<file path="src/verilog/tpc_pkg.sv">
// shared constants and types of the transceiver pin control block
package tpc_pkg;
   // clock and bit timing
   localparam int CLK_NS = 50;                   // sys_clk period in ns
   localparam int BIT_NS = 1000;                 // serial bit time in ns
   localparam int BIT_CYC = BIT_NS / CLK_NS;     // cycles per bit
   localparam logic [4:0] BIT_LAST = 5'(BIT_CYC - 1);
   localparam logic [4:0] HALF_PT = 5'(BIT_CYC / 2);
   // data path sizes
   localparam int DAT_W = 8;
   localparam int FIFO_D = 32;
   // readback vector layout, then extra synchronised inputs
   localparam int RB_PE = 0;
   localparam int RB_LED = 3;
   localparam int RB_RES = 5;
   localparam int RB_SD = 12;
   localparam int RB_USR = 17;
   localparam int RB_W = 18;
   localparam int S_LOCK = 18;
   localparam int S_RXD = 19;
   localparam int S_RXC = 20;
   localparam int SYNC_W = 21;
   // idle level choices for the transmit data pin
   localparam logic [1:0] IDLE_ZERO = 2'h0;
   localparam logic [1:0] IDLE_ONE = 2'h1;
   localparam logic [1:0] IDLE_LAST = 2'h2;
   // values after reset
   localparam logic [2:0] PE_RST = 3'h7;
   localparam logic [1:0] LED_RST = 2'h3;
   localparam logic [4:0] CNT_RST = 5'h00;
   // transmit sequencer states
   typedef enum logic [1:0] {TX_IDLE, TX_UP, TX_DATA, TX_DOWN} tpc_tx_st_t;
endpackage

</file>
<file path="src/verilog/tpc_stream_if.sv">
// byte stream carrier with valid and ready between block modules
`timescale 1ns/1ps
interface tpc_stream_if #(parameter int W = 8);
   logic [W-1:0] data;   // payload
   logic valid;          // source offers data
   logic ready;          // sink takes data
   modport src (output data, output valid, input ready);
   modport snk (input data, input valid, output ready);
endinterface

</file>
<file path="src/verilog/tpc_fifo.sv">
// parameterised first-in first-out buffer for the transmit bytes
`timescale 1ns/1ps
module tpc_fifo #(
   parameter int W = 8,
   parameter int D = 32
) (
   // clock and reset
   input wire logic clk_i,
   input wire logic rst_i,
   // streams
   tpc_stream_if.snk wr,
   tpc_stream_if.src rd
);
   localparam int AW = $clog2(D);
   typedef struct packed {
      logic [AW-1:0] wp;  // write pointer
      logic [AW-1:0] rp;  // read pointer
      logic [AW:0] cnt;   // words held
      logic nfull;        // room left, registered
   } tpc_fifo_st_t;
   tpc_fifo_st_t st_reg, st_next;
   logic [W-1:0] mem [D];  // storage
   logic push, pop;

   // next pointers and fill level
   always_comb begin
      push = wr.valid && st_reg.nfull;
      pop = rd.ready && (st_reg.cnt != '0);
      st_next = st_reg;
      if (push) begin
         st_next.wp = st_reg.wp + 1'b1;
      end
      if (pop) begin
         st_next.rp = st_reg.rp + 1'b1;
      end
      st_next.cnt = st_reg.cnt + (AW+1)'(push) - (AW+1)'(pop);
      st_next.nfull = st_next.cnt != (AW+1)'(D);
   end

   // state register
   always_ff @(posedge clk_i) begin
      if (rst_i) begin
         st_reg <= '{wp: '0, rp: '0, cnt: '0, nfull: 1'b1};
      end else begin
         st_reg <= st_next;
      end
   end

   // storage write, no reset needed
   always_ff @(posedge clk_i) begin
      if (push) begin
         mem[st_reg.wp] <= wr.data;
      end
   end

   assign wr.ready = st_reg.nfull;
   assign rd.valid = st_reg.cnt != '0;
   assign rd.data = mem[st_reg.rp];
endmodule // tpc_fifo

</file>
<file path="src/verilog/tpc_pin_ctrl.sv">
// transceiver pin control: reference clocks, strobes, serial paths, loose pins
`timescale 1ns/1ps
// What this block does
// - high reference clock full or half rate
// - low reference clock full or half rate
// - high reference clock low while unpowered
// - low reference clock low while unpowered
// - power enables active low, bidirectional, readable
// - synth lock level readable by software
// - receive bit clock recovered from data
// - external mode samples on receive clock rise
// - command from sequencer or bit, programmable
// - card-bus complementary command output
// - modulation enable from sequencer, programmable polarity
// - amplifier enable from sequencer, programmable polarity
// - data changes on falling bit clock
// - idle data level zero, one or last
// - complementary data reads zero when idle
// - LED pins open drain, readable, drive high
// - one analog source selected at once
// - result pins converter, register or bidirectional
// - serial device pins bit-banged with readback
// - sleep indicator high in power down
// - user pin direction and value set
module tpc_pin_ctrl (
   // clock and reset
   input wire logic sys_clk_i,
   input wire logic reset_i,
   // configuration
   input wire logic clock_halve_select_i,
   input wire logic cardbus_mode_i,
   input wire logic external_recovery_select_i,
   input wire logic rx_enable_i,
   input wire logic [1:0] idle_level_sel_i,
   input wire logic [7:0] ramp_up_cycles_i,
   input wire logic [7:0] ramp_down_cycles_i,
   input wire logic [2:0] strobe_invert_i,
   input wire logic [2:0] strobe_force_i,
   input wire logic power_down_i,
   // power enable pins: 0 high freq, 1 low freq, 2 receive
   input wire logic [2:0] power_enable_val_i,
   input wire logic [2:0] power_enable_dir_i,
   input wire logic [2:0] power_enable_in_i,
   output logic [2:0] power_enable_o,
   output logic [2:0] power_enable_oe_o,
   // synthesizer reference clocks and lock
   output logic high_synth_ref_clock_o,
   output logic low_synth_ref_clock_o,
   input wire logic synth_lock_input_i,
   output logic synth_lock_o,
   // receive path
   input wire logic serial_receive_input_i,
   input wire logic external_receive_clock_i,
   output logic [tpc_pkg::DAT_W-1:0] rx_byte_o,
   output logic rx_byte_valid_o,
   // transmit data stream
   input wire logic [tpc_pkg::DAT_W-1:0] tx_byte_i,
   input wire logic tx_byte_valid_i,
   output logic tx_byte_ready_o,
   input wire logic tx_frame_i,
   // transmit pins
   output logic transmit_command_o,
   output logic transmit_command_n_o,
   output logic modulation_enable_o,
   output logic transmit_amp_enable_o,
   output logic serial_transmit_output_o,
   output logic serial_transmit_n_o,
   output logic transmit_bit_clock_o,
   // LED pins: 0 traffic, 1 link
   input wire logic [1:0] led_on_i,
   input wire logic [1:0] led_drive_high_i,
   input wire logic [1:0] led_in_i,
   output logic [1:0] led_o,
   output logic [1:0] led_oe_o,
   // converter source and result pins
   input wire logic analog_source_sel_i,
   output logic analog_source_select_o,
   input wire logic [6:0] converter_value_i,
   input wire logic result_reg_mode_i,
   input wire logic [6:0] result_val_i,
   input wire logic [6:0] result_dir_i,
   input wire logic [6:0] converter_result_in_i,
   output logic [6:0] converter_result_pins_o,
   output logic [6:0] converter_result_oe_o,
   // serial device pins: 0 clock, 1 line, 4:2 selects
   input wire logic [4:0] serial_device_val_i,
   input wire logic [4:0] serial_device_dir_i,
   input wire logic [4:0] serial_device_in_i,
   output logic [4:0] serial_device_o,
   output logic [4:0] serial_device_oe_o,
   // user pin eight
   input wire logic user_pin_eight_val_i,
   input wire logic user_pin_eight_dir_i,
   input wire logic user_pin_eight_in_i,
   output logic user_pin_eight_o,
   output logic user_pin_eight_oe_o,
   // sleep indicator and pin readback
   output logic sleep_indicator_o,
   output logic [tpc_pkg::RB_W-1:0] pin_readback_o
);
   import tpc_pkg::*;

   // all block state
   typedef struct packed {
      logic [SYNC_W-1:0] sy1;   // first synchroniser stage
      logic [SYNC_W-1:0] sy2;   // second synchroniser stage
      logic rxc_d;              // delayed receive clock for edge find
      logic rx_prev;            // last receive level
      logic [4:0] rx_cnt;       // recovery phase counter
      logic [7:0] rx_sh;        // receive shifter
      logic [2:0] rx_n;         // receive bit count
      logic rx_vld;             // byte strobe
      logic [7:0] rx_byte;      // assembled byte
      logic div;                // divide-by-two phase
      logic hf;                 // high reference clock
      logic lf;                 // low reference clock
      tpc_tx_st_t st;           // transmit sequencer
      logic [7:0] tcnt;         // ramp counter
      logic [4:0] bcnt;         // phase within bit
      logic [2:0] bitn;         // bit within byte
      logic [7:0] sh;           // transmit shifter
      logic last;               // last bit sent
      logic txd;                // transmit data pin
      logic txd_n;              // complementary data pin
      logic transmit_bit_clock;                // transmit bit clock pin
      logic cmd;                // command pin
      logic cmd_n;              // complementary command pin
      logic mod;                // modulation pin
      logic amp;                // amplifier pin
      logic [2:0] pe;           // power enable values
      logic [2:0] pe_oe;        // power enable drives
      logic [1:0] led;          // LED values
      logic [1:0] led_oe;       // LED drives
      logic [6:0] res;          // result pin values
      logic [6:0] res_oe;       // result pin drives
      logic [4:0] sd;           // serial device values
      logic [4:0] sd_oe;        // serial device drives
      logic usr;                // user pin value
      logic usr_oe;             // user pin drive
      logic src;                // analog source
      logic slp;                // sleep indicator
      logic [RB_W-1:0] rb;      // readback register
      logic lock;               // lock readback
   } tpc_st_t;

   tpc_st_t s_reg, s_next;
   logic fetch;       // pop one byte from the buffer
   logic smp;         // take one receive sample
   logic rxd, rxc;    // synchronised receive pins

   tpc_stream_if #(.W(DAT_W)) wr_if ();
   tpc_stream_if #(.W(DAT_W)) rd_if ();

   // active-low pin level from an active flag and a polarity swap
   function automatic logic drv(input logic act, input logic inv);
      return (~act) ^ inv;
   endfunction

   // the transmit buffer absorbs bursts; full stalls the source
   tpc_fifo #(.W(DAT_W), .D(FIFO_D)) u_fifo (
      .clk_i(sys_clk_i),
      .rst_i(reset_i),
      .wr(wr_if.snk),
      .rd(rd_if.src)
   );

   assign wr_if.data = tx_byte_i;
   assign wr_if.valid = tx_byte_valid_i;
   assign rd_if.ready = fetch;

   // next state of the whole block
   always_comb begin
      s_next = s_reg;
      fetch = 1'b0;
      smp = 1'b0;
      // every input pin level passes two flops before use; configuration and stream inputs are used directly
      s_next.sy1 = {external_receive_clock_i, serial_receive_input_i,
                    synth_lock_input_i, user_pin_eight_in_i, serial_device_in_i,
                    converter_result_in_i, led_in_i, power_enable_in_i};
      s_next.sy2 = s_reg.sy1;
      rxd = s_reg.sy2[S_RXD];
      rxc = s_reg.sy2[S_RXC];
      s_next.rb = s_reg.sy2[RB_W-1:0];
      s_next.lock = s_reg.sy2[S_LOCK];

      // register-driven pins
      s_next.pe = power_enable_val_i;
      s_next.pe_oe = power_enable_dir_i;
      // open drain: pull low when lit, drive high only if asked
      s_next.led = ~led_on_i;
      s_next.led_oe = led_on_i | led_drive_high_i;
      if (result_reg_mode_i) begin
         s_next.res = result_val_i;
         s_next.res_oe = result_dir_i;
      end else begin
         s_next.res = converter_value_i;
         s_next.res_oe = '1;
      end
      s_next.sd = serial_device_val_i;
      s_next.sd_oe = serial_device_dir_i;
      s_next.usr = user_pin_eight_val_i;
      s_next.usr_oe = user_pin_eight_dir_i;
      s_next.src = analog_source_sel_i;
      s_next.slp = power_down_i;

      // reference clocks: toggle each cycle, or each second cycle
      s_next.div = ~s_reg.div;
      if (s_next.pe[0]) begin
         s_next.hf = 1'b0;
      end else if (!clock_halve_select_i || s_reg.div) begin
         s_next.hf = ~s_reg.hf;
      end
      if (s_next.pe[1]) begin
         s_next.lf = 1'b0;
      end else if (!clock_halve_select_i || s_reg.div) begin
         s_next.lf = ~s_reg.lf;
      end

      // receive sampling point: external clock edge or recovered phase
      s_next.rxc_d = rxc;
      s_next.rx_prev = rxd;
      if (external_recovery_select_i) begin
         smp = rxc && !s_reg.rxc_d;
      end else begin
         // data edges re-centre the phase; sample at mid bit
         if (rxd != s_reg.rx_prev) begin
            s_next.rx_cnt = CNT_RST;
         end else if (s_reg.rx_cnt == BIT_LAST) begin
            s_next.rx_cnt = CNT_RST;
         end else begin
            s_next.rx_cnt = s_reg.rx_cnt + 5'h01;
         end
         smp = (s_reg.rx_cnt == HALF_PT);
      end
      // bytes assemble least significant bit first
      s_next.rx_vld = 1'b0;
      if (!rx_enable_i) begin
         s_next.rx_n = 3'h0;
      end else if (smp) begin
         s_next.rx_sh = {rxd, s_reg.rx_sh[7:1]};
         s_next.rx_n = s_reg.rx_n + 3'h1;
         if (s_reg.rx_n == 3'h7) begin
            s_next.rx_byte = {rxd, s_reg.rx_sh[7:1]};
            s_next.rx_vld = 1'b1;
         end
      end

      // transmit sequencer
      case (s_reg.st)
         TX_IDLE: begin
            // a frame starts only with a byte waiting
            if (tx_frame_i && rd_if.valid) begin
               s_next.st = TX_UP;
               s_next.tcnt = ramp_up_cycles_i;
            end
         end
         TX_UP: begin
            if (s_reg.tcnt == 8'h00) begin
               s_next.st = TX_DATA;
               fetch = 1'b1;
               s_next.sh = rd_if.data;
               s_next.bcnt = CNT_RST;
               s_next.bitn = 3'h0;
            end else begin
               s_next.tcnt = s_reg.tcnt - 8'h01;
            end
         end
         TX_DATA: begin
            // new bit leaves with the falling bit clock
            if (s_reg.bcnt == CNT_RST) begin
               s_next.txd = s_reg.sh[0];
               s_next.last = s_reg.sh[0];
               s_next.transmit_bit_clock = 1'b0;
            end else if (s_reg.bcnt == HALF_PT) begin
               s_next.transmit_bit_clock = 1'b1;
            end
            if (s_reg.bcnt == BIT_LAST) begin
               s_next.bcnt = CNT_RST;
               s_next.sh = {1'b0, s_reg.sh[7:1]};
               s_next.bitn = s_reg.bitn + 3'h1;
               if (s_reg.bitn == 3'h7) begin
                  // an empty buffer ends the frame
                  if (rd_if.valid) begin
                     fetch = 1'b1;
                     s_next.sh = rd_if.data;
                  end else begin
                     s_next.st = TX_DOWN;
                     s_next.tcnt = ramp_down_cycles_i;
                  end
               end
            end else begin
               s_next.bcnt = s_reg.bcnt + 5'h01;
            end
         end
         TX_DOWN: begin
            if (s_reg.tcnt == 8'h00) begin
               s_next.st = TX_IDLE;
            end else begin
               s_next.tcnt = s_reg.tcnt - 8'h01;
            end
         end
         default: begin
            s_next.st = TX_IDLE;
         end
      endcase

      // idle and ramp level of the data pin
      if (s_next.st != TX_DATA) begin
         s_next.transmit_bit_clock = 1'b1;
         case (idle_level_sel_i)
            IDLE_ZERO: s_next.txd = 1'b0;
            IDLE_ONE: s_next.txd = 1'b1;
            IDLE_LAST: s_next.txd = s_reg.last;
            default: s_next.txd = 1'b0;
         endcase
      end
      // complement only exists in card-bus form and rests at zero
      s_next.txd_n = cardbus_mode_i && (s_next.st == TX_DATA) && !s_next.txd;

      // strobes: sequencer term or software force, then polarity
      s_next.cmd = drv((s_next.st != TX_IDLE) || strobe_force_i[0],
                       strobe_invert_i[0]);
      s_next.mod = drv((s_next.st == TX_DATA) || strobe_force_i[1],
                       strobe_invert_i[1]);
      s_next.amp = drv((s_next.st != TX_IDLE) || strobe_force_i[2],
                       strobe_invert_i[2]);
      s_next.cmd_n = cardbus_mode_i && !s_next.cmd;
   end

   // state register; pins come up inactive
   always_ff @(posedge sys_clk_i) begin
      if (reset_i) begin
         s_reg <= '{st: TX_IDLE, transmit_bit_clock: 1'b1, cmd: 1'b1, mod: 1'b1, amp: 1'b1,
                    pe: PE_RST, pe_oe: PE_RST, led: LED_RST, default: '0};
      end else begin
         s_reg <= s_next;
      end
   end

   // outputs straight from the state register; byte ready straight from the buffer's room flag
   assign power_enable_o = s_reg.pe;
   assign power_enable_oe_o = s_reg.pe_oe;
   assign high_synth_ref_clock_o = s_reg.hf;
   assign low_synth_ref_clock_o = s_reg.lf;
   assign synth_lock_o = s_reg.lock;
   assign rx_byte_o = s_reg.rx_byte;
   assign rx_byte_valid_o = s_reg.rx_vld;
   assign tx_byte_ready_o = wr_if.ready;
   assign transmit_command_o = s_reg.cmd;
   assign transmit_command_n_o = s_reg.cmd_n;
   assign modulation_enable_o = s_reg.mod;
   assign transmit_amp_enable_o = s_reg.amp;
   assign serial_transmit_output_o = s_reg.txd;
   assign serial_transmit_n_o = s_reg.txd_n;
   assign transmit_bit_clock_o = s_reg.transmit_bit_clock;
   assign led_o = s_reg.led;
   assign led_oe_o = s_reg.led_oe;
   assign analog_source_select_o = s_reg.src;
   assign converter_result_pins_o = s_reg.res;
   assign converter_result_oe_o = s_reg.res_oe;
   assign serial_device_o = s_reg.sd;
   assign serial_device_oe_o = s_reg.sd_oe;
   assign user_pin_eight_o = s_reg.usr;
   assign user_pin_eight_oe_o = s_reg.usr_oe;
   assign sleep_indicator_o = s_reg.slp;
   assign pin_readback_o = s_reg.rb;
endmodule // tpc_pin_ctrl

</file>
<file path="config.mk">
export PLATFORM = sky130hd
export DESIGN_NAME = tpc_pin_ctrl
export DESIGN_NICKNAME = d
export VERILOG_FILES = /design/src/verilog/tpc_pkg.sv /design/src/verilog/tpc_stream_if.sv /design/src/verilog/tpc_fifo.sv /design/src/verilog/tpc_pin_ctrl.sv
export SDC_FILE = /design/constraint.sdc
export NUM_CORES = 1
export LEC_CHECK = 0
export ABC_AREA = 0
export BUFFER_PORTS_ARGS = -buffer_cell sky130_fd_sc_hd__buf_2
export CORE_MARGIN = 2
export CORE_UTILIZATION = 45
export DETAILED_ROUTE_END_ITERATION = 12
export GPL_ROUTABILITY_DRIVEN = 0
export GPL_TIMING_DRIVEN = 0
export PLACE_DENSITY = 0.63
export SYNTH_ARGS = -nofsm -noshare
export SYNTH_HDL_FRONTEND = slang
export SYNTH_SLANG_ARGS = --single-unit
export TNS_END_PERCENT = 10
</file>
<file path="constraint.sdc">
create_clock -name sys_clk_i -period 8.87 [get_ports sys_clk_i]
set_clock_uncertainty 0.2 [all_clocks]
set_input_delay 1.3305 -clock sys_clk_i [delete_from_list [all_inputs] [get_ports sys_clk_i]]
set_output_delay 1.3305 -clock sys_clk_i [all_outputs]
set_load 0.01 [all_outputs]
</file>
Yosys cells after proc, flatten, opt, wreduce, memory -nomap -nowiden
Memory sizes are Yosys's and may differ from the RTL's. A register that Yosys moved wholly into a read port is not among the register bits.
Index checks and enable logic that the tools add are counted.
{"block": "op_classes", "n_shift": 0, "n_mux": 34, "n_eq_ne": 20, "add_sub_neg": 9, "bitwise": 13, "n_reduce_logical": 34, "mul": 0, "magnitude_cmp": 0, "div_mod_pow": 0}
{"cell": "$mux 10", "n": 4}
{"cell": "$pmux 10 s4", "n": 1}
{"cell": "$pmux 16 s2", "n": 1}
{"cell": "$mux 5", "n": 5}
{"cell": "$mux 8", "n": 3}
{"cell": "$add 5x1->5 const B", "n": 4}
{"cell": "$mux 16", "n": 1}
{"cell": "$mux 14", "n": 1}
{"cell": "$mux 1", "n": 12}
{"cell": "$ne 2x2->1 const B", "n": 6}
{"cell": "$mux 11", "n": 1}
{"cell": "$eq 5x4->1 const B", "n": 2}
{"cell": "$eq 5x5->1 const B", "n": 2}
{"cell": "$mux 9", "n": 1}
{"cell": "$eq 2x2->1 const B", "n": 4}
{"cell": "$logic_not 8->1", "n": 1}
{"cell": "$not 1->1", "n": 8}
{"cell": "$reduce_and 2->1", "n": 4}
{"cell": "$reduce_or 2->1", "n": 4}
{"cell": "$sub 8x1->8 const B", "n": 1}
{"cell": "$logic_and 1x1->1", "n": 7}
{"cell": "$add 3x1->3 const B", "n": 2}
{"cell": "$add 6x1->6", "n": 1}
{"cell": "$eq 3x3->1 const B", "n": 2}
{"cell": "other kinds (18)", "n": 32}
{"block": "word_totals", "output_inout_bits": 76, "wordCells": 154, "input_bits": 107, "mem_bits_ro": 0, "ramBits": 256, "latch_bits": 0, "n_memories": 1, "ff_bits": 180}
{"memory": "u_fifo.mem", "depth": 32, "width": 8, "rd": 1, "rd_clocked_by_memory_dff": 1, "wr": 1, "line_no": "tpc_fifo.sv:22", "source": "logic [W-1:0] mem [D];"}

Logic depth before layout (Yosys ltp)
Gate-level depths: netlist of run 1.
{"block": "depth", "depth_word": 11, "mapped_depth": 15, "ltp_nobuf": 14}

Cells and area by module
From an unflattened synthesis of run 1, not the netlist that was laid out.
{"block": "unflattened", "hier_cells": 1243, "hier_area_um2": 17367.9}
{"mod": "tpc_fifo", "area_each_um2": 11096.9, "cells_each": 627, "instances": 1, "seq_area_each_um2": 8127.8}
{"mod": "tpc_pin_ctrl", "area_each_um2": 6271.0, "cells_each": 616, "instances": 1, "seq_area_each_um2": 3243.1}

Worst setup path after synthesis of run 1
Ideal clock, no wire load.
{"block": "synth_path", "path_kind": "input-to-reg", "from": "input tx_byte_valid_i", "to": "register u_fifo.st_reg (netlist bit u_fifo.wr.ready)", "t_arrival_ns": 2.883, "t_required_ns": 8.528, "setup_slack_ns": 5.645, "stages": 9, "n_path_buf": 1, "cell_sequence": "and2_1 -> clkbuf_1 -> ha_1 -> fa_1 -> a21oi_1 -> o21bai_1 -> xnor2_1 -> and2_1 -> nand4_1"}
{"block": "synth_via", "elab_chain_cells": 4}
{"item": "from (decl)", "line_no": "tpc_pin_ctrl.sv:58", "source": "input wire logic tx_byte_valid_i,"}
{"item": "$logic_and 1x1->1", "line_no": "tpc_fifo.sv:27", "source": "push = wr.valid && st_reg.nfull;"}
{"item": "net u_fifo.push", "line_no": "tpc_fifo.sv:23", "source": "logic push, pop;"}
{"item": "$add 6x1->6", "line_no": "tpc_fifo.sv:36", "source": "st_next.cnt = st_reg.cnt + (AW+1)'(push) - (AW+1)'(pop);"}
{"item": "$sub 6x1->6", "line_no": "tpc_fifo.sv:36"}
{"item": "$ne 6x6->1", "line_no": "tpc_fifo.sv:37", "source": "st_next.nfull = st_next.cnt != (AW+1)'(D);"}
{"item": "to (signal assigned)", "line_no": "tpc_fifo.sv:43", "source": "st_reg <= '{wp: '0, rp: '0, cnt: '0, nfull: 1'b1};"}
{"item": "to (signal assigned)", "line_no": "tpc_fifo.sv:45", "source": "st_reg <= st_next;"}
{"item": "to (decl)", "line_no": "tpc_fifo.sv:21", "source": "tpc_fifo_st_t st_reg, st_next;"}
The timed path passes the listed nets, and every way through them passes these cells.
A chain may end at the register's enable or synchronous reset.

Final worst setup path of run 1
{"block": "layout_path", "from": "register s_reg[89] (netlist name)", "to": "register u_fifo.st_reg (netlist bit u_fifo.wr.ready)"}
{"block": "layout_via", "elab_chain_cells": 5, "elab_cells_between_ends": 6}
{"item": "from (decl)", "line_no": "tpc_pin_ctrl.sv:146", "source": "tpc_st_t s_reg, s_next;"}
{"item": "from (signal assigned)", "line_no": "tpc_pin_ctrl.sv:333", "source": "s_reg <= '{st: TX_IDLE, transmit_bit_clock: 1'b1, cmd: 1'b1, mod: 1'b1, amp: 1'b1,"}
{"item": "from (signal assigned)", "line_no": "tpc_pin_ctrl.sv:336", "source": "s_reg <= s_next;"}
{"item": "$eq 2x2->1 or $eq 2x1->1 (tied branches)", "line_no": "tpc_pin_ctrl.sv:249", "source": "case (s_reg.st)"}
{"item": "$pmux 1 s2 *", "line_no": "tpc_pin_ctrl.sv:249"}
{"item": "$logic_and 1x1->1 *", "line_no": "tpc_fifo.sv:28", "source": "pop = rd.ready && (st_reg.cnt != '0);"}
{"item": "$sub 6x1->6 *", "line_no": "tpc_fifo.sv:36"}
{"item": "$ne 6x6->1 *", "line_no": "tpc_fifo.sv:37"}
Every way passes the cells marked *; elsewhere a longest branch is shown, timed or not.

==> impl_results.md, run 1 <==
* Outcome: finished clean
* Delay of the slowest cell on the worst path at 430 ps
* Start of the worst register-to-register path: s_reg[89]
* Synth unique cells at 74
* Count of final setup violators at 0
* Routed WL at 40110 um
* Number of sinks on the clock net at 440
* Most prevalent standard cell on the critical path: sky130_fd_sc_hd__ha_1
* Worst slew margin relative to its limit at 34.52%
* Cell Area, Synth at 0.01740 mm^2
* Least setup slack across all paths after layout at 5199 ps
* Endpoint type of the worst setup path: register
* Overall fraction of global-route tracks in use at 19.90%
* Start point of the critical path: s_reg[89]
* Post-Place Setup Slack at 5020 ps
* Total number of vias at 10.56k
* Total core area at 0.03838 mm^2
* Layout overhead on the synthesized area at 16.88%
* Layout cells sized above 1 at 27.63%
* Worst-path fanout max at 8
* Setup slack of the most critical reg-to-reg path at 5200 ps
* Ratio of routed vias to standard cells at 5.210
* Arrival time at the worst endpoint at 3880 ps
* Register clock-pin slew on the reported worst setup and hold paths at 70 ps
* Final number of hold-violating endpoints at 0
* Setup crit end: u_fifo.wr.ready
* Crit path required time at 9080 ps
* Via count of the first global-routing pass at 10.40k
* Slew at the pin with the worst max-slew slack at 978.5 ps
* Post-route setup TNS at 0 ps
* Largest area contributor in the netlist: sky130_fd_sc_hd__edfxtp_1
* Final critical delay including setup and external delays at 3671 ps
* CTS tree: yes
* Residual DRC count at 0
* Max-slew violation count at 0
* R2R Path End: u_fifo.wr.ready
* Classification of the worst-slack hold path: register to register
* Number of max-capacitance violations reported at 0
* Dominant cells by area after synthesis: sky130_fd_sc_hd__edfxtp_1 (44%), sky130_fd_sc_hd__dfxtp_1 (21%), sky130_fd_sc_hd__mux4_2 (6.1%), sky130_fd_sc_hd__nor2b_1 (3.1%), sky130_fd_sc_hd__buf_4 (2.8%)
* Cell area after layout at 0.02034 mm^2
* Most common cell after layout, fill and taps aside: sky130_fd_sc_hd__edfxtp_1
* Y dimension of the die at 200.6 um
* Post-Synthesis Net Count at 1387
* Tcrit/Tclk final at 41.39%
* Slowest CP cell: sky130_fd_sc_hd__fa_1
* Flip-flop count of the largest register, all copies and words added at 256
* Insertion delay of the later-clocked pin in the worst-skew pair at 550 ps
* Deepest clock path buffer count at 3
* Post-Place Cell Area at 0.01894 mm^2
* Antenna Violating Nets Remaining at 0
* Cells after Synth at 1248
* Initial antenna violation count at 0
* Portion of the post-synthesis area used by sequential elements at 65.35%
* Top Family by Delay on Critical Path: adder cells
* Number of nets in the final layout at 1612
* Die boundary width at 200.6 um
* Number of detailed-route iterations in the first pass at 5
* Leak at 7.589 nW
* Post-detailed-placement half-perimeter wirelength at 26940 um
* Number of input and output port buffers inserted at 179
* Maximum number of pins on one net before global-route repair at 33
* Mean instance size in the synthesized netlist at 13.94 um^2
* Sort of element at the start of the critical path: register
* Starting utilization of the core area at 45.34%
* Async SR Flop Fraction at 0%
* Number of flops mapped to enable cells by yosys at 256
* Power per unit of standard cell area at 242.9 mW/mm^2
* Antenna cells at 0
* GRT Residual Overflow at 0
* Cell-by-cell listing of the critical path: inv_1, ha_1, clkbuf_1, nand2_1, or2_2, a21oi_1, ha_1, inv_1, ha_1, fa_1, a21oi_1, o21bai_1, xnor2_1, and2_1, nand4_1
* Share of the synthesized area in the top cell type at 44.18%
* Area of the die at 0.04025 mm^2
* CTS H-tree lvls at 2
* Number of cells upsized or downsized after cts at 0
* Number of stages on the worst setup path at 15
* Average wire per standard cell at 19.79 um
* Final hold slack at 227.5 ps
* Post-cts hold buffer count at 0
* Ports at 183
* Number of clock buffers inserted by TritonCTS at 44
* Number of buffers added for setup after CTS at 0
* Standard-cell row count at 72
* PnR Total Power at 4.939 mW
* Master cell of the clock root buffer: sky130_fd_sc_hd__clkbuf_16
* Buffering stage count on the worst path with inverters included at 3
* Maximum ir drop on the vdd rail at 0.0001162 V
* Yosys reg bits at 440
* Fmax achieved at 272.4 MHz
* Classification of the worst setup path: register to register
* Count of routing violations after the opening detailed-route iteration at 667
* RSZ-0062 raised after global routing: false
* Leading cell types in the layout, fill and taps excluded: sky130_fd_sc_hd__edfxtp_1 (256), sky130_fd_sc_hd__buf_2 (192), sky130_fd_sc_hd__dfxtp_1 (184)
* Number of cells on the worst reg-to-reg path at 15
* Leading register cell type out of synthesis: sky130_fd_sc_hd__edfxtp_1
* Synth warnings at 0
* Global-route wire length before repair at 61720 um
area by class of cell:
| class | count | area [um^2] |
|---|---|---|
| plain buffers | 117 | 718.2 |
| clock buffers | 65 | 1281 |
| clock inverters | 17 | 112.6 |
| fillers | 3241 | 18040 |
| inverters | 36 | 135.1 |
| multi-input cells | 655 | 5175 |
| flip-flops and latches | 440 | 11370 |
| well taps | 518 | 648.1 |
| repair buffers | 179 | 895.9 |
kinds of logic (layout without fill, tap and decap cells):
group | count (synthesis) | count (layout) | synth area share (%)
AOI/OAI and AO/OA | 145 | 145 | 5.810
buffers and inverters | 153 | 414 | 4.904
xor gates and xnor gates | 25 | 25 | 1.258
and+or+nand+nor | 334 | 334 | 9.902
muxes | 119 | 119 | 10.43
DFF | 440 | 440 | 65.35
adders and majority gates | 32 | 32 | 2.344
per-layer routing:
metal	vias up	track usage, %	wire length (um)
li1	4965	-	-
met1	5196	26.87	17540
met2	340	33.51	19490
met3	59	3.588	2332
met4	0	4.921	741
met5	-	0	0
synthesized netlist by cell type (all sizes together) (22+ instances only):
master,instances
edfxtp,256
dfxtp,184
nor2,117
nor2b,86
buf,85
mux4,47
mux2i,44
nand2,43
a21oi,36
inv,35
clkbuf,32
ha,31
mux2,28
o21ai,22
stage by stage:
stage,utilization [%],std cells
2_1_floorplan,-,1248
3_3_place_gp,49.36,1945
3_5_place_dp,49.36,1945
4_1_cts,52.99,2027
5_1_grt,52.99,2027
6_report,52.99,2027
power breakdown:
part / internal [mW] / switching [mW]
clock: 1.03 / 0.764
sequential: 2.26 / 0.0640
combinational: 0.326 / 0.494
worst min-delay path by stage:
| stage | startpoint | endpoint | slack [ps] | cells past startpoint |
|---|---|---|---|---|
| CTS | s_next[12] | pin_readback_o[11] | 230 | 1 |
| floorplan | s_reg[93] | s_reg[93] | 190 | 1 |
| global placement | s_next[135] | s_next[15] | 220 | 1 |
| global route | s_next[12] | pin_readback_o[11] | 240 | 1 |
| finish | s_next[134] | s_next[14] | 230 | 1 |
| detailed placement | s_next[14] | pin_readback_o[13] | 220 | 1 |
Power figures use the tool's default switching activity.
==> run 2: changes to the inputs <==
--- a/config.mk
+++ b/config.mk
@@ -12,7 +12,7 @@
 export DETAILED_ROUTE_END_ITERATION = 12
 export GPL_ROUTABILITY_DRIVEN = 0
 export GPL_TIMING_DRIVEN = 0
-export PLACE_DENSITY = 0.63
+export PLACE_DENSITY = 0.65
 export SYNTH_ARGS = -nofsm -noshare
 export SYNTH_HDL_FRONTEND = slang
 export SYNTH_SLANG_ARGS = --single-unit
==> constraint.sdc (replaced) <==
create_clock -name sys_clk_i -period 3 [get_ports sys_clk_i]
set_clock_uncertainty 0.2 [all_clocks]
set_input_delay 0.45 -clock sys_clk_i [delete_from_list [all_inputs] [get_ports sys_clk_i]]
set_output_delay 0.45 -clock sys_clk_i [all_outputs]
set_load 0.01 [all_outputs]
==> impl_results.md, run 2 (synthesis gave the netlist of run 1 again) <==
* Outcome: finished clean
* Worst-path fanout max at 6 (-2)
* PnR Total Power at 15.21 mW (+210%)
* Count of routing violations after the opening detailed-route iteration at 846 (+27%)
* CTS H-tree lvls at 2 (unchanged)
* Die boundary width at 200.6 um (unchanged)
* RSZ-0062 raised after global routing: true
* Number of sinks on the clock net at 440 (unchanged)
* Y dimension of the die at 200.6 um (unchanged)
* Final hold slack at 36.54 ps (-191.0 ps)
* Average wire per standard cell at 19.46 um (-1.7%)
* Register clock-pin slew on the reported worst setup and hold paths at 60 ps (about the same)
* Master cell of the clock root buffer: sky130_fd_sc_hd__clkbuf_16
* Routed WL at 41200 um (+2.7%)
* GRT Residual Overflow at 0 (unchanged)
* Post-route setup TNS at 0 ps (unchanged)
* Total core area at 0.03838 mm^2 (unchanged)
* Flip-flop count of the largest register, all copies and words added at 256 (unchanged)
* Overall fraction of global-route tracks in use at 20.19% (+0.28 points)
* Insertion delay of the later-clocked pin in the worst-skew pair at 560 ps (about the same)
* Number of input and output port buffers inserted at 179 (unchanged)
* Fmax achieved at 337.6 MHz (+24%)
* Classification of the worst-slack hold path: input port to register
* Number of max-capacitance violations reported at 0 (unchanged)
* Maximum ir drop on the vdd rail at 0.0004400 V (+280%)
* Total area of multi-input combinational cells at 0.005375 mm^2 (+3.9%)
* Ports at 183 (unchanged)
* Layout cells sized above 1 at 28.96% (+1.3 points)
* Total number of vias at 10.98k (+3.9%)
* CTS tree: yes
* Residual DRC count at 0 (unchanged)
* Cells after DPL at 1945 (unchanged)
* Leading cell types in the layout, fill and taps excluded: sky130_fd_sc_hd__edfxtp_1 (256), sky130_fd_sc_hd__buf_2 (191), sky130_fd_sc_hd__dfxtp_1 (177)
* Arrival time at the worst endpoint at 3180 ps (-700 ps)
* Slew at the pin with the worst max-slew slack at 1081 ps (+102.3 ps)
* Worst slew margin relative to its limit at 27.68% (-6.8 points)
* Ratio of routed vias to standard cells at 5.185 (-0.47%)
* Post-detailed-placement half-perimeter wirelength at 26510 um (-1.6%)
* Maximum number of pins on one net before global-route repair at 33 (unchanged)
* Standard-cell row count at 72 (unchanged)
* Fillcell total at 3090 (-4.7%)
* Number of clock buffers inserted by TritonCTS at 45 (+2.3%)
* Initial antenna violation count at 0 (unchanged)
* Classification of the worst setup path: register to register
* Area of the die at 0.04025 mm^2 (unchanged)
* Global-route wire length before repair at 62520 um (+1.3%)
* Non-filler instance count after layout at 2117 (+4.4%)
* Max-slew violation count at 0 (unchanged)
* Endpoint type of the worst setup path: register
* Sort of element at the start of the critical path: register
* Number of nets in the final layout at 1702 (+5.6%)
* Tcrit/Tclk final at 98.75% (+57 points)
* Antenna Violating Nets Remaining at 0 (unchanged)
* Leak at 8.012 nW (+5.6%)
* Seq. cell area at 0.01139 mm^2 (+0.14%)
* Layout overhead on the synthesized area at 23.44%
* Via count of the first global-routing pass at 11.05k (+6.3%)
* Final number of hold-violating endpoints at 0 (unchanged)
* Starting utilization of the core area at 45.34% (unchanged)
* Number of detailed-route iterations in the first pass at 7 (+2)
* Count of final setup violators at 0 (unchanged)
* Final critical delay including setup and external delays at 2963 ps (-708.6 ps)
* Most common cell after layout, fill and taps aside: sky130_fd_sc_hd__edfxtp_1
* Antenna cells at 0 (unchanged)
* Crit path required time at 3220 ps (-5860 ps)
* Deepest clock path buffer count at 3 (unchanged)
* Power per unit of standard cell area at 708.2 mW/mm^2 (+190%)
==> run 2: layout make-up <==
cell class	instances	share of cell area (%)
clock buffer	61	5.820
tap	518	3.018
sequential	440	53.02
multi-input combinational	655	25.03
timing repair buffer	269	8.214
inverter	36	0.6408
buffer	116	3.391
clock inverter	22	0.8680
==> run 2: routing by layer <==
layer	GRT usage [%]	part of all wire, %	vias up
met3	3.555	6.4	84
li1	-	-	5133
met2	34.26	49	389
met4	6.772	2.9	0
met1	26.33	42	5371
met5	0	0	-
==> run 2: power breakdown <==
part | leakage [nW] | total (mW) | switching (mW) | internal, mW
Combinational | 3.48 | 2.90 | 1.61 | 1.29
Clock | 0.712 | 5.41 | 2.30 | 3.11
Sequential | 3.82 | 6.90 | 0.208 | 6.69
Total | 8.01 | 15.2 | 4.12 | 11.1
==> run 2: path summary, 6_finish.rpt <==
kind	startpoint	end	slack, ps	cells past startpoint
worst max-delay path	s_reg[89]	u_fifo.st_reg[5]	40	16
worst min-delay path	ramp_up_cycles_i[6]	s_reg[87]	40	3
worst max register to register	s_reg[89]	u_fifo.st_reg[5]	40	16
worst min register to register	s_next[15]	pin_readback_o[14]	220	1
==> run 2: critical path, cell delays in order (launching register included) <==
cell and delay [ps]:
sky130_fd_sc_hd__dfxtp_4 360, sky130_fd_sc_hd__inv_4 70, sky130_fd_sc_hd__ha_4 130, sky130_fd_sc_hd__buf_8 100, sky130_fd_sc_hd__nand2_2 70, sky130_fd_sc_hd__or2_4 280
sky130_fd_sc_hd__a21oi_4 190, sky130_fd_sc_hd__ha_4 140, sky130_fd_sc_hd__inv_1 50, sky130_fd_sc_hd__ha_4 160, sky130_fd_sc_hd__fa_2 340, sky130_fd_sc_hd__a21oi_2 140
sky130_fd_sc_hd__o21bai_1 110, sky130_fd_sc_hd__xnor2_1 190, sky130_fd_sc_hd__buf_4 140, sky130_fd_sc_hd__buf_4 90, sky130_fd_sc_hd__nor2_1 30
==> run 2: repair_timing <==
action | 4_1_cts | 5_1_grt
pin swaps | 3 | 12
setup endpoints to repair | 5 | 4
buffers inserted | 4 | 9
resized for setup | 16 | 32
hold buffers | 77 | 0
endpoints found under the hold margin | 70 | 0
==> run 2: per-stage QoR <==
step	worst slack, ps	utilization [%]	cell area, um^2
after global placement	-346.3	49.42	18970
after global routing	-58.17	55.96	21480
after detailed placement	-349.7	49.42	18970
after floorplan	23.14	-	17420
after CTS	-16.28	55.38	21250
final	37.49	55.96	21480
==> run 3: changes to the inputs <==
--- a/config.mk
+++ b/config.mk
@@ -9,6 +9,7 @@
 export BUFFER_PORTS_ARGS = -buffer_cell sky130_fd_sc_hd__buf_2
 export CORE_MARGIN = 2
 export CORE_UTILIZATION = 45
+export CTS_CLUSTER_SIZE = 20
 export DETAILED_ROUTE_END_ITERATION = 12
 export GPL_ROUTABILITY_DRIVEN = 0
 export GPL_TIMING_DRIVEN = 0
==> constraint.sdc (replaced) <==
create_clock -name sys_clk_i -period 3 [get_ports sys_clk_i]
set_clock_uncertainty 0.2 [all_clocks]
set_input_delay 0.15 -clock sys_clk_i [delete_from_list [all_inputs] [get_ports sys_clk_i]]
set_output_delay 0.15 -clock sys_clk_i [all_outputs]
set_load 0.01 [all_outputs]
==> impl_results.md, run 3 (synthesis gave the netlist of run 1 again) <==
* Residual DRC count at 0 (unchanged)
* RSZ-0062 raised after global routing: true
* Failing checks: setup timing
* Total core area at 0.03838 mm^2 (unchanged)
* Portion of total power attributed to sequential cells at 45.0% (-0.4 points)
* Top Family by Delay on Critical Path: adder cells
* Post-route setup TNS at -93.65 ps (-93.65 ps)
* Post-Place Cell Area at 0.01897 mm^2 (unchanged)
* Die boundary width at 200.6 um (unchanged)
* Master cell of the clock root buffer: sky130_fd_sc_hd__clkbuf_16
* Leading cell types in the layout, fill and taps excluded: sky130_fd_sc_hd__edfxtp_1 (256), sky130_fd_sc_hd__buf_2 (191), sky130_fd_sc_hd__dfxtp_1 (180)
* Deepest clock path buffer count at 3 (unchanged)
* CTS H-tree lvls at 2 (unchanged)
* Area of the die at 0.04025 mm^2 (unchanged)
* Power per unit of standard cell area at 707.4 mW/mm^2 (-0.12%)
* Start point of the critical path: u_fifo.st_reg[3]
* Startpoint of the worst hold path: reset_i
* Number of input and output port buffers inserted at 179 (unchanged)
* Fillcell total at 3067 (-0.74%)
* Count of final setup violators at 2 (+2)
* Total number of vias at 11.05k (+0.70%)
* Outcome: finished, violations left
* Number of max-capacitance violations reported at 0 (unchanged)
* Number of sinks on the clock net at 440 (unchanged)
* Slowest CP cell: sky130_fd_sc_hd__fa_2
* Slew at the pin with the worst max-slew slack at 1091 ps (+9.885 ps)
* Ratio of routed vias to standard cells at 5.170 (-0.29%)
* Endpoint type of the worst setup path: register
* Layout cells sized above 1 at 27.65% (-1.3 points)
* Number of nets in the final layout at 1723 (+1.2%)
* Via count of the first global-routing pass at 11.24k (+1.7%)
* Final number of hold-violating endpoints at 0 (unchanged)
* Final hold slack at 33.46 ps (-3.084 ps)
* Worst-path fanout max at 5 (-1)
* Standard-cell row count at 72 (unchanged)
* Max-slew violation count at 0 (unchanged)
* Worst slew margin relative to its limit at 27.01% (-0.66 points)
* Count of routing violations after the opening detailed-route iteration at 815 (-3.7%)
* Y dimension of the die at 200.6 um (unchanged)
* Buffering stage count on the worst path with inverters included at 4 (-1)
* Tcrit/Tclk final at 101.6% (+2.8 points)
* Initial antenna violation count at 0 (unchanged)
* Cell-by-cell listing of the critical path: inv_1, ha_1, nand4bb_1, nand2_2, a21oi_4, ha_1, inv_1, ha_1, fa_2, a21oi_2, o21bai_1, xnor2_1, buf_4, buf_4, nor2_1
* Routed WL at 41140 um (-0.13%)
* Ports at 183 (unchanged)
* Delay of the slowest cell on the worst path at 390 ps (+30 ps)
* Antenna cells at 0 (unchanged)
* Maximum ir drop on the vdd rail at 0.0004476 V (+1.7%)
* Relative contribution of combinational cells to total power at 18.5% (-0.6 points)
* Post-detailed-placement half-perimeter wirelength at 26510 um (unchanged)
* Cell area after layout at 0.02165 mm^2 (+0.80%)
* Flip-flop count of the largest register, all copies and words added at 256 (unchanged)
* Classification of the worst-slack hold path: input port to register
* Fmax achieved at 328.1 MHz (-2.8%)
* Crit path required time at 3220 ps (about the same)
* Overall fraction of global-route tracks in use at 20.40% (+0.21 points)
* Net switching share of the total power at 26.69% (-0.38 points)
* Maximum number of pins on one net before global-route repair at 33 (unchanged)
* Insertion delay of the later-clocked pin in the worst-skew pair at 570 ps (about the same)
* Register clock-pin slew on the reported worst setup and hold paths at 60 ps (about the same)
* Cell internal pwr at 11.23 mW (+1.2%)
* Sort of element at the start of the critical path: register
* Layout overhead on the synthesized area at 24.43%
* Starting utilization of the core area at 45.34% (unchanged)
* Number of clock buffers inserted by TritonCTS at 45 (unchanged)
* Global-route wire length before repair at 63190 um (+1.1%)
* PnR Total Power at 15.31 mW (+0.68%)
* Proportion of power drawn by the clock network at 36.5% (+0.9 points)
* Final critical delay including setup and external delays at 3048 ps (+85.14 ps)
* Setup slack of the most critical reg-to-reg path at -50 ps (-90 ps)
* Number of detailed-route iterations in the first pass at 5 (-2)
* Classification of the worst setup path: register to register
* Average wire per standard cell at 19.24 um (-1.1%)
* GRT Residual Overflow at 0 (unchanged)
* Start of the worst register-to-register path: u_fifo.st_reg[3]
* CTS tree: yes
* Least setup slack across all paths after layout at -47.66 ps (-85.14 ps)
* Switching power at 4.088 mW (-0.73%)
* Most common cell after layout, fill and taps aside: sky130_fd_sc_hd__edfxtp_1
* Leak at 8.115 nW (+1.3%)
* Arrival time at the worst endpoint at 3270 ps (+90 ps)
* Most prevalent standard cell on the critical path: sky130_fd_sc_hd__ha_1
* Antenna Violating Nets Remaining at 0 (unchanged)
## run 3: cell types whose count changed in the layout (fill, tap and decap cells not counted), sizes merged
cell | before | now
clkbuf | 91 | 90
clkinvlp | 0 | 1
dlygate4sd3 | 77 | 105
bufinv | 2 | 4
buf | 278 | 269
## run 3: routing by layer
| metal | routed length, um | share of wire (%) | vias up | global-route usage (%) |
|---|---|---|---|---|
| met4 | 1198 | 2.9 | 0 | 7.037 |
| met5 | 0 | 0 | - | 0 |
| met2 | 20110 | 49 | 361 | 34.75 |
| met1 | 17390 | 42 | 5428 | 26.63 |
| li1 | - | - | 5180 | - |
| met3 | 2439 | 5.9 | 85 | 3.263 |
## run 3: stage by stage
step                      utilization [%]  setup slack (ps)  instances
after detailed placement            49.42            -349.7       1945
final                               56.41            -47.66       2138
after global routing                56.41            -201.7       2138
after global placement              49.42            -346.3       1945
after floorplan                         -             23.14       1248
after CTS                           56.27            -16.39       2137
## run 3: repair_timing
| item | in CTS | in global routing |
|---|---|---|
| endpoints found under the hold margin | 338 | 0 |
| pin swaps | 3 | 1 |
| resized for setup | 16 | 9 |
| setup buffers | 4 | 1 |
| hold buffers | 105 | 0 |
| setup endpoints to repair | 5 | 9 |
## run 3: path summary, 6_finish.rpt
kind              depth (start not counted)                  to
hold / removal                            2    u_fifo.st_reg[6]
hold reg to reg                           1  pin_readback_o[14]
setup reg to reg                         15    u_fifo.st_reg[5]
setup / recovery                         15    u_fifo.st_reg[5]
## run 3: power by group through the flow
stage,logic [mW],clock network [mW],registers [mW]
4_1_cts,2.73,5.70,6.88
3_3_place_gp,2.36,0,6.99
5_1_grt,3.09,5.96,6.92
2_1_floorplan,1.71,0,6.96
6_report,2.84,5.59,6.89
3_5_place_dp,2.39,0,7.00
## run 3: cell type report
type / count / area, um^2 / share of cell area [%]
clock buffers: 58 / 1239 / 5.722
repair buffers: 289 / 1984 / 9.166
plain buffers: 117 / 730.7 / 3.375
well taps: 518 / 648.1 / 2.994
clock inverters: 25 / 256.5 / 1.185
multi-input cells: 655 / 5280 / 24.39
inverters: 36 / 135.1 / 0.6242
flip-flops and latches: 440 / 11380 / 52.55
